<file path="config.mk">
export PLATFORM = sky130hd
export DESIGN_NAME = hsw_decoder
export DESIGN_NICKNAME = d
export VERILOG_FILES = /design/src/hsw_pkg.sv /design/src/hsw_fifo.sv /design/src/hsw_spi_rx.sv /design/src/hsw_decoder.sv
export SDC_FILE = /design/constraint.sdc
export NUM_CORES = 1
export LEC_CHECK = 0
export BUFFER_PORTS_ARGS = -buffer_cell sky130_fd_sc_hd__buf_4
export CAP_MARGIN = 20
export CORE_MARGIN = 3
export CORE_UTILIZATION = 40
export CTS_CLUSTER_DIAMETER = 200
export DETAILED_ROUTE_END_ITERATION = 7
export GPL_TIMING_DRIVEN = 0
export PLACE_DENSITY = 0.55
export REMOVE_ABC_BUFFERS = 1
export SETUP_SLACK_MARGIN = 0.3
export SYNTH_ARGS = -nofsm -noshare
export SYNTH_HDL_FRONTEND = slang
export SYNTH_HIERARCHICAL = 1
export SYNTH_SLANG_ARGS = --single-unit
</file>
<file path="constraint.sdc">
create_clock -name clock -period 5.86 [get_ports clock]
set_input_delay 1.172 -clock clock [delete_from_list [all_inputs] [get_ports clock]]
set_output_delay 1.172 -clock clock [all_outputs]
set_load 0.02 [all_outputs]
</file>
<file path="src/hsw_pkg.sv">
// Package with constants for the host serial write and power command decoder
package hsw_pkg;
   localparam int addr_width = 22;
   localparam int byte_width = 8;
   localparam int fifo_depth = 32;
   localparam int word_width = addr_width + byte_width;
   // Prefix values in bits 7..6 of the first byte
   localparam logic [1:0] prefix_write = 2'h2;
   localparam logic [1:0] prefix_command = 2'h1;
   localparam logic [1:0] prefix_read = 2'h0;
   localparam int prefix_msb = 7;
   localparam int prefix_lsb = 6;
   localparam int addr_hi_bits = 6;
   // Command codes, first byte including bits 7..6
   localparam logic [7:0] active_cmd = 8'h00;
   localparam logic [7:0] standby_cmd = 8'h41;
   localparam logic [7:0] sleep_cmd = 8'h42;
   localparam logic [7:0] regulator_off_cmd = 8'h50;
   localparam logic [7:0] external_ref_cmd = 8'h44;
   localparam logic [7:0] pll_high_freq_cmd = 8'h62;
   localparam logic [7:0] pll_low_freq_cmd = 8'h61;
   localparam logic [7:0] core_reset_cmd = 8'h68;
   // Address regions
   localparam logic [21:0] identity_rom_base = 22'h0c_0000;
   localparam logic [21:0] identity_rom_last = 22'h0c_0003;
   localparam logic [21:0] cmd_buffer_base = 22'h10_8000;
   localparam logic [21:0] cmd_buffer_last = 22'h10_8fff;
   localparam logic [21:0] reg_base = 22'h10_2400;
   localparam logic [21:0] reg_last = 22'h10_257f;
   // Identity bytes; values arbitrary
   localparam logic [15:0] chip_identity = 16'h1234;
   localparam logic [15:0] chip_revision = 16'h0001;
   // Core reset pulse length in clock cycles
   localparam int core_reset_cycles = 4;
   localparam logic [2:0] core_reset_count = 3'(core_reset_cycles);
   // Power states
   typedef enum logic [1:0] {pwr_active, pwr_standby, pwr_sleep, pwr_off} power_type;
   // Reset values
   localparam logic [21:0] addr_reset = 22'h00_0000;
   localparam logic [7:0] byte_reset = 8'h00;
endpackage : hsw_pkg

</file>
<file path="src/hsw_fifo.sv">
// Write-word FIFO with parameterised width and depth
`timescale 1ns/10ps
module hsw_fifo #(
   parameter int width = 30,
   parameter int depth = 32
) (
   input wire logic clock,
   input wire logic rst_n,
   input wire logic [width-1:0] in_data,
   input wire logic in_valid,
   output logic in_ready,
   output logic [width-1:0] out_data,
   output logic out_valid,
   input wire logic out_ready
);
   localparam int aw = $clog2(depth);
   logic [width-1:0] mem [depth];
   logic [aw-1:0] wr_q;
   logic [aw-1:0] rd_q;
   logic [aw:0] count_q;
   wire push = in_valid && in_ready;
   wire pop = out_valid && out_ready;

   // Honest full and empty from the occupancy count
   assign in_ready = (count_q != (aw+1)'(depth));
   assign out_valid = (count_q != '0);
   assign out_data = mem[rd_q];

   // Pointers and count
   always_ff @(posedge clock)
   begin
      if (!rst_n)
      begin
         wr_q <= '0;
         rd_q <= '0;
         count_q <= '0;
      end
      else
      begin
         if (push)
            wr_q <= aw'((wr_q + 1'b1) % depth);
         if (pop)
            rd_q <= aw'((rd_q + 1'b1) % depth);
         count_q <= count_q + (aw+1)'(push) - (aw+1)'(pop);
      end
   end

   // Storage
   always_ff @(posedge clock)
   begin
      if (push)
         mem[wr_q] <= in_data;
   end
endmodule : hsw_fifo

</file>
<file path="src/hsw_spi_rx.sv">
// SPI mode 0 receiver that delivers bytes and frame boundaries
`timescale 1ns/10ps
module hsw_spi_rx (
   input wire logic clock,
   input wire logic rst_n,
   input wire logic sck,
   input wire logic mosi,
   input wire logic ss_n,
   output logic [7:0] rx_byte,
   output logic rx_strobe,
   output logic frame_start,
   output logic frame_end,
   output logic in_frame
);
   logic [2:0] sck_s_q;
   logic [2:0] mosi_s_q;
   logic [2:0] ss_s_q;
   logic [7:0] shift_q;
   logic [2:0] bit_q;
   logic strobe_q;
   logic start_q;
   logic end_q;

   // Stage 0 feeds stage 1 only; edges use stages 1 and 2
   wire sck_rise = sck_s_q[1] && !sck_s_q[2];
   wire sel = !ss_s_q[1];
   wire sel_fall = !ss_s_q[1] && ss_s_q[2];
   wire sel_rise = ss_s_q[1] && !ss_s_q[2];
   wire [7:0] shift_next = {shift_q[6:0], mosi_s_q[2]};

   assign rx_byte = shift_q;
   assign rx_strobe = strobe_q;
   assign frame_start = start_q;
   assign frame_end = end_q;
   assign in_frame = sel;

   // Synchronisers; data is delayed one more stage to line up with the edge
   always_ff @(posedge clock)
   begin
      if (!rst_n)
      begin
         sck_s_q <= 3'h0;
         mosi_s_q <= 3'h0;
         ss_s_q <= 3'h7;
      end
      else
      begin
         sck_s_q <= {sck_s_q[1:0], sck};
         mosi_s_q <= {mosi_s_q[1:0], mosi};
         ss_s_q <= {ss_s_q[1:0], ss_n};
      end
   end

   // Sample on rising edge, most significant bit first
   always_ff @(posedge clock)
   begin
      if (!rst_n)
      begin
         shift_q <= 8'h00;
         bit_q <= 3'h0;
         strobe_q <= 1'b0;
         start_q <= 1'b0;
         end_q <= 1'b0;
      end
      else
      begin
         strobe_q <= 1'b0;
         start_q <= sel_fall;
         end_q <= sel_rise;
         if (!sel)
            bit_q <= 3'h0;
         else if (sck_rise)
         begin
            shift_q <= shift_next;
            bit_q <= bit_q + 3'h1;
            strobe_q <= (bit_q == 3'h7);
         end
      end
   end
endmodule : hsw_spi_rx

</file>
<file path="src/hsw_decoder.sv">
// Host serial transaction decoder: memory writes and power commands
`timescale 1ns/10ps
module hsw_decoder (
   input wire logic clock,
   input wire logic rst_n,
   input wire logic spi_sck,
   input wire logic spi_mosi,
   input wire logic spi_ss_n,
   output logic [21:0] wr_addr,
   output logic [7:0] wr_data,
   output logic wr_valid,
   input wire logic wr_ready,
   output logic wr_in_cmd_buffer,
   output logic wr_to_register,
   output logic wr_to_rom,
   output logic overflow,
   output logic core_clock_en,
   output logic pll_on,
   output logic osc_on,
   output logic regulator_on,
   output logic ext_ref_sel,
   output logic pll_high_freq,
   output logic core_reset,
   output logic [31:0] identity_word
);
   typedef enum logic [2:0] {st_idle, st_addr1, st_addr2, st_data, st_cmd1, st_cmd2,
      st_skip} frame_type;

   logic [7:0] rx_byte;
   logic rx_strobe;
   logic frame_start;
   logic frame_end;
   logic in_frame;
   logic fifo_in_ready;
   logic [29:0] fifo_out_data;
   logic fifo_out_valid;

   frame_type state_q;
   frame_type state_d;
   logic [21:0] addr_q;
   logic [21:0] addr_d;
   logic [7:0] cmd_q;
   logic cmd_zero_q;
   logic cmd_fire_q;
   hsw_pkg::power_type power_q;
   logic ext_ref_q;
   logic high_freq_q;
   logic [2:0] rst_cnt_q;
   logic overflow_q;
   logic [21:0] wr_addr_q;
   logic [7:0] wr_data_q;
   logic wr_valid_q;
   logic cmd_buf_q;
   logic reg_q;
   logic rom_q;
   logic clk_en_q;
   logic pll_q;
   logic osc_q;
   logic reg_on_q;
   logic core_rst_q;

   // Address region checks, used for each output word
   function automatic logic in_range(input logic [21:0] a, input logic [21:0] lo,
      input logic [21:0] hi);
      in_range = (a >= lo) && (a <= hi);
   endfunction : in_range

   hsw_spi_rx i_hsw_spi_rx (
      .clock(clock),
      .rst_n(rst_n),
      .sck(spi_sck),
      .mosi(spi_mosi),
      .ss_n(spi_ss_n),
      .rx_byte(rx_byte),
      .rx_strobe(rx_strobe),
      .frame_start(frame_start),
      .frame_end(frame_end),
      .in_frame(in_frame)
   );

   // Byte prefix decode
   wire [1:0] prefix = rx_byte[hsw_pkg::prefix_msb:hsw_pkg::prefix_lsb];
   wire is_write = (prefix == hsw_pkg::prefix_write);
   wire is_command = (prefix == hsw_pkg::prefix_command) || (rx_byte == hsw_pkg::active_cmd);
   wire data_byte = rx_strobe && (state_q == st_data);
   wire push = data_byte && fifo_in_ready;
   wire [29:0] fifo_in_data = {addr_q, rx_byte};
   wire cmd_done = rx_strobe && (state_q == st_cmd2) && cmd_zero_q && (rx_byte == 8'h00);
   wire out_take = !wr_valid_q || wr_ready;
   wire [21:0] out_addr = fifo_out_data[29:8];

   // Frame state and address sequencing
   always_comb
   begin
      state_d = state_q;
      addr_d = addr_q;
      if (frame_start || frame_end)
         state_d = st_idle;
      else if (rx_strobe)
      begin
         case (state_q)
            st_idle:
            begin
               if (is_write)
               begin
                  state_d = st_addr1;
                  addr_d = {rx_byte[hsw_pkg::addr_hi_bits-1:0], 16'h0000};
               end
               else if (is_command)
                  state_d = st_cmd1;
               else
                  state_d = st_skip;
            end
            st_addr1:
            begin
               state_d = st_addr2;
               addr_d = {addr_q[21:16], rx_byte, addr_q[7:0]};
            end
            st_addr2:
            begin
               state_d = st_data;
               addr_d = {addr_q[21:8], rx_byte};
            end
            st_data:
               addr_d = addr_q + 22'h00_0001;
            st_cmd1:
               state_d = st_cmd2;
            st_cmd2:
               state_d = st_skip;
            st_skip:
               state_d = st_skip;
            default:
               state_d = st_idle;
         endcase
      end
   end

   // Frame registers and command capture
   always_ff @(posedge clock)
   begin
      if (!rst_n)
      begin
         state_q <= st_idle;
         addr_q <= hsw_pkg::addr_reset;
         cmd_q <= hsw_pkg::byte_reset;
         cmd_zero_q <= 1'b0;
         cmd_fire_q <= 1'b0;
         overflow_q <= 1'b0;
      end
      else
      begin
         state_q <= state_d;
         addr_q <= addr_d;
         if (rx_strobe && state_q == st_idle)
            cmd_q <= rx_byte;
         if (rx_strobe && state_q == st_cmd1)
            cmd_zero_q <= (rx_byte == 8'h00);
         cmd_fire_q <= cmd_done && !frame_end;
         if (data_byte && !fifo_in_ready)
            overflow_q <= 1'b1;
      end
   end

   hsw_fifo #(
      .width(hsw_pkg::word_width),
      .depth(hsw_pkg::fifo_depth)
   ) i_hsw_fifo (
      .clock(clock),
      .rst_n(rst_n),
      .in_data(fifo_in_data),
      .in_valid(data_byte),
      .in_ready(fifo_in_ready),
      .out_data(fifo_out_data),
      .out_valid(fifo_out_valid),
      .out_ready(out_take)
   );

   // Output word register, with region flags
   always_ff @(posedge clock)
   begin
      if (!rst_n)
      begin
         wr_addr_q <= hsw_pkg::addr_reset;
         wr_data_q <= hsw_pkg::byte_reset;
         wr_valid_q <= 1'b0;
         cmd_buf_q <= 1'b0;
         reg_q <= 1'b0;
         rom_q <= 1'b0;
      end
      else if (out_take)
      begin
         wr_valid_q <= fifo_out_valid;
         wr_addr_q <= out_addr;
         wr_data_q <= fifo_out_data[7:0];
         cmd_buf_q <= in_range(out_addr, hsw_pkg::cmd_buffer_base,
            hsw_pkg::cmd_buffer_last);
         reg_q <= in_range(out_addr, hsw_pkg::reg_base, hsw_pkg::reg_last);
         rom_q <= in_range(out_addr, hsw_pkg::identity_rom_base,
            hsw_pkg::identity_rom_last);
      end
   end

   // Power and clock control from completed commands
   always_ff @(posedge clock)
   begin
      if (!rst_n)
      begin
         power_q <= hsw_pkg::pwr_standby;
         ext_ref_q <= 1'b0;
         high_freq_q <= 1'b1;
         rst_cnt_q <= 3'h0;
      end
      else
      begin
         if (rst_cnt_q != 3'h0)
            rst_cnt_q <= rst_cnt_q - 3'h1;
         if (cmd_fire_q)
         begin
            case (cmd_q)
               hsw_pkg::active_cmd: power_q <= hsw_pkg::pwr_active;
               hsw_pkg::standby_cmd: power_q <= hsw_pkg::pwr_standby;
               hsw_pkg::sleep_cmd: power_q <= hsw_pkg::pwr_sleep;
               hsw_pkg::regulator_off_cmd: power_q <= hsw_pkg::pwr_off;
               hsw_pkg::external_ref_cmd: ext_ref_q <= 1'b1;
               hsw_pkg::pll_high_freq_cmd: high_freq_q <= 1'b1;
               hsw_pkg::pll_low_freq_cmd: high_freq_q <= 1'b0;
               hsw_pkg::core_reset_cmd: rst_cnt_q <= hsw_pkg::core_reset_count;
               default: power_q <= power_q;
            endcase
         end
      end
   end

   // Registered power-domain outputs
   always_ff @(posedge clock)
   begin
      if (!rst_n)
      begin
         clk_en_q <= 1'b0;
         pll_q <= 1'b1;
         osc_q <= 1'b1;
         reg_on_q <= 1'b1;
         core_rst_q <= 1'b0;
      end
      else
      begin
         clk_en_q <= (power_q == hsw_pkg::pwr_active);
         pll_q <= (power_q == hsw_pkg::pwr_active) || (power_q == hsw_pkg::pwr_standby);
         osc_q <= (power_q == hsw_pkg::pwr_active) || (power_q == hsw_pkg::pwr_standby);
         reg_on_q <= (power_q != hsw_pkg::pwr_off);
         core_rst_q <= (rst_cnt_q != 3'h0);
      end
   end

   assign wr_addr = wr_addr_q;
   assign wr_data = wr_data_q;
   assign wr_valid = wr_valid_q;
   assign wr_in_cmd_buffer = cmd_buf_q;
   assign wr_to_register = reg_q;
   assign wr_to_rom = rom_q;
   assign overflow = overflow_q;
   assign core_clock_en = clk_en_q;
   assign pll_on = pll_q;
   assign osc_on = osc_q;
   assign regulator_on = reg_on_q;
   assign ext_ref_sel = ext_ref_q;
   assign pll_high_freq = high_freq_q;
   assign core_reset = core_rst_q;
   // Identity word, byte 0 least significant
   assign identity_word = {hsw_pkg::chip_revision, hsw_pkg::chip_identity};
endmodule : hsw_decoder

</file>
==> impl_metrics.toml <==
[global_routing]
grt_max_degree = 58
track_usage = 0.197
grt_antenna_before_repair = 1
grt_first_pass_wirelength_mm = 160
grt_pass1_vias = 23664
grt-ovfl-total = 0

[detailed_routing]
wl_per_cell_um = 27.1
wl_mm = 110
drtAntennaViolNets = 0
drtIter0Drc = 2310
num_vias = 23107
first_pass_iters = 5
drc = 0
viasPerCell = 5.68

[sta]
worst_pin_slew_ns = 1.08
setup_viol = 0
relSlewSlack = 0.280
fin_ws_ns = 1.53
period_share = 0.738
min_period_ns = 4.33
worst_hold_slack_ns = 0.417
hold_viol = 0
fmax_mhz = 231
rsz0062_at_grt = "no"
setup_tns_ns = 0
fin_skew_ns = 0.0312
drv_slew = 0

[placement]
preCtsSetupSlack_ns = 1.28
dp_hpwl_mm = 69.2
port_buffers = 47
place.gp.congestion = 0.790

[synthesis]
synthArstFlopShare = 0
ys_seq_area_frac = 0.736
syn_avg_cell_area_um2 = 17.2
synth.area.top_cells = "edfxtp_1, dfxtp_1, mux2i_1, mux4_2, a22oi_1"
yosysTopAreaCellShare = 0.678
synth_seq_cells = 1085
synthFlopType = "edfxtp_1"
yosysMostFrequentCell = "edfxtp_1"
synth_edf_count = 960
synth.distinct_cells = 72
netlist_top_cells_count = "edfxtp_1, mux2i_1, a22oi_1"
yosys_warnings = 6
netlist_area_um2 = 42500
syn_inst = 2468
synth_area_leader_cell = "edfxtp_1"

[pwr]
irDropWorstVdd_mv = 0.232
power_density_nw_per_um2 = 369
totalPowerFinal_mw = 18.5
p_leak_nw = 15.1

[clock_network]
root_buffer = "clkbuf_16"
numCtsBuffers = 113
clk_pin_slew_ns = 0.06
cts_hold_buf = 0
clock_latency_ns = 0.69
htree_levels = 3
post_cts_buffers = 0
cts_tree = "yes"
cts_max_path_buffers = 3
cts_sinks = 1085
cts_resized = 0

[floorplanning]
die_area_um2 = 110000
die_w_um = 332
initial_core_util = 0.404
std_cell_rows = 119
core_region_area_um2 = 105000
io_pins = 80
die-height_um = 332

[critical_path]
start_kind = "flip-flop"
rr_startpoint = "state_q[0]"
setup.worst_path.end_class = "flip-flop"
crit_type = "reg2reg"
cp_common_cell = "and2_1"
max_stage_delay_ns = 0.99
worstPathMaxFanout = 29
cp.required_ns = 6.22
critPathArrivalTime_ns = 4.68
critical_path.slowest_cell = "nor2_4"
r2r_slack_ns = 1.53
critPathLaunch = "state_q[0]"
crit_chain = "and3b_1, and2_1, and2_1, nand2_1, nor2_4, buf_12"

[finish]
area_growth_pct = 17.9
utilization = 0.476
nNetsFinal = 2604
drive_gt1_frac = 0.180
diodes = 0

[worst_hold_path]
hold_start = "power_q[1]"
min_path_type = "reg2reg"

[outcome]
status = "finished, final reports clean"

[flow_run]
maxCapViolCount = 0
area by class of cell:
cell class	instances	area [um2]
clock inverters	61	637
flip-flops and latches	1085	31300
multi-input cells	1214	10600
repair buffers	142	2580
fillers	8722	55200
clock buffers	153	3220
inverters	22	85.1
well taps	1391	1740
worst paths after layout:
check	cells after the start	to
worst min-delay path	1	regulator_on
worst min register to register	1	regulator_on
worst max register to register	6	i_hsw_fifo/mem[1][16]
worst max-delay path	6	i_hsw_fifo/mem[1][16]
per-layer routing:
| layer | vias up | track usage | routed length (um) | share of wire |
|---|---|---|---|---|
| met5 | - | 0 | 0 | 0 |
| met4 | 0 | 0.0633 | 3150 | 0.029 |
| met3 | 201 | 0.0270 | 6590 | 0.060 |
| met2 | 837 | 0.328 | 53900 | 0.49 |
| met1 | 12052 | 0.270 | 46700 | 0.42 |
| li1 | 10017 | - | - | - |
metrics by stage:
step | std cells | cell area, um2
after floorplan | 2321 | 41700
after global placement | 3759 | 43800
after detailed placement | 3833 | 45700
after CTS | 4047 | 49600
after global routing | 4068 | 50200
final | 4068 | 50200
state kept, by name, summed over array words and instances (netlist names), 6 cells and up, named ones only:
name,count
i_hsw_spi_rx/rx_byte,8
addr_q,22
wr_data,8
i_hsw_fifo/count_q,6
i_hsw_fifo/mem,960
wr_addr,22
cmd_q,8
layout by cell type, fill, tap and decap left out, drive strengths merged, types with 5 or more instances in the layout:
| cell type | n |
|---|---|
| edfxtp | 960 |
| mux2i | 246 |
| a22oi | 185 |
| clkbuf | 153 |
| buf | 142 |
| nand2 | 126 |
| dfxtp | 125 |
| mux4 | 120 |
| nor2 | 91 |
| nand3 | 88 |
| a21oi | 60 |
| nand4 | 44 |
| clkinv | 39 |
| conb | 32 |
| o21ai | 32 |
| inv | 27 |
| ha | 19 |
| and2 | 16 |
| nor3 | 15 |
| xor2 | 12 |
| bufinv | 12 |
| xnor2 | 10 |
| a31oi | 8 |
| and3 | 8 |
| nand2b | 7 |
| nor4 | 7 |
| nand3b | 7 |
| o21a | 7 |
| nor3b | 7 |
| nor2b | 7 |
| a211oi | 6 |
| nor4b | 6 |
| clkinvlp | 5 |
| and4 | 5 |
where the power goes:
group          total [mW]  switching [mW]  internal [mW]
logic                2.64            1.54           1.10
registers            8.53           0.115           8.42
clock network        7.33            2.95           4.38
total                18.5            4.60           13.9
kinds of logic (layout without fill, tap and decap cells):
logic type,count (synthesis),in the layout,share of synthesized area
XOR/XNOR,22,22,0.00453
multiplexers,367,367,0.123
adder cells (fa/ha/maj),20,20,0.00606
other,2,32,0.000177
AND/OR/NAND/NOR,450,450,0.0536
flip-flops,1085,1085,0.736
AO/OA/AOI/OAI,323,323,0.0517
buffers and inverters,199,378,0.0247
critical path: cells and delay by family, from the launching register on:
family        cells  cell delay, ns
flops             1            0.97
buf+inv           1            0.28
simple gates      5            2.70
Power figures use the tool's default switching activity.
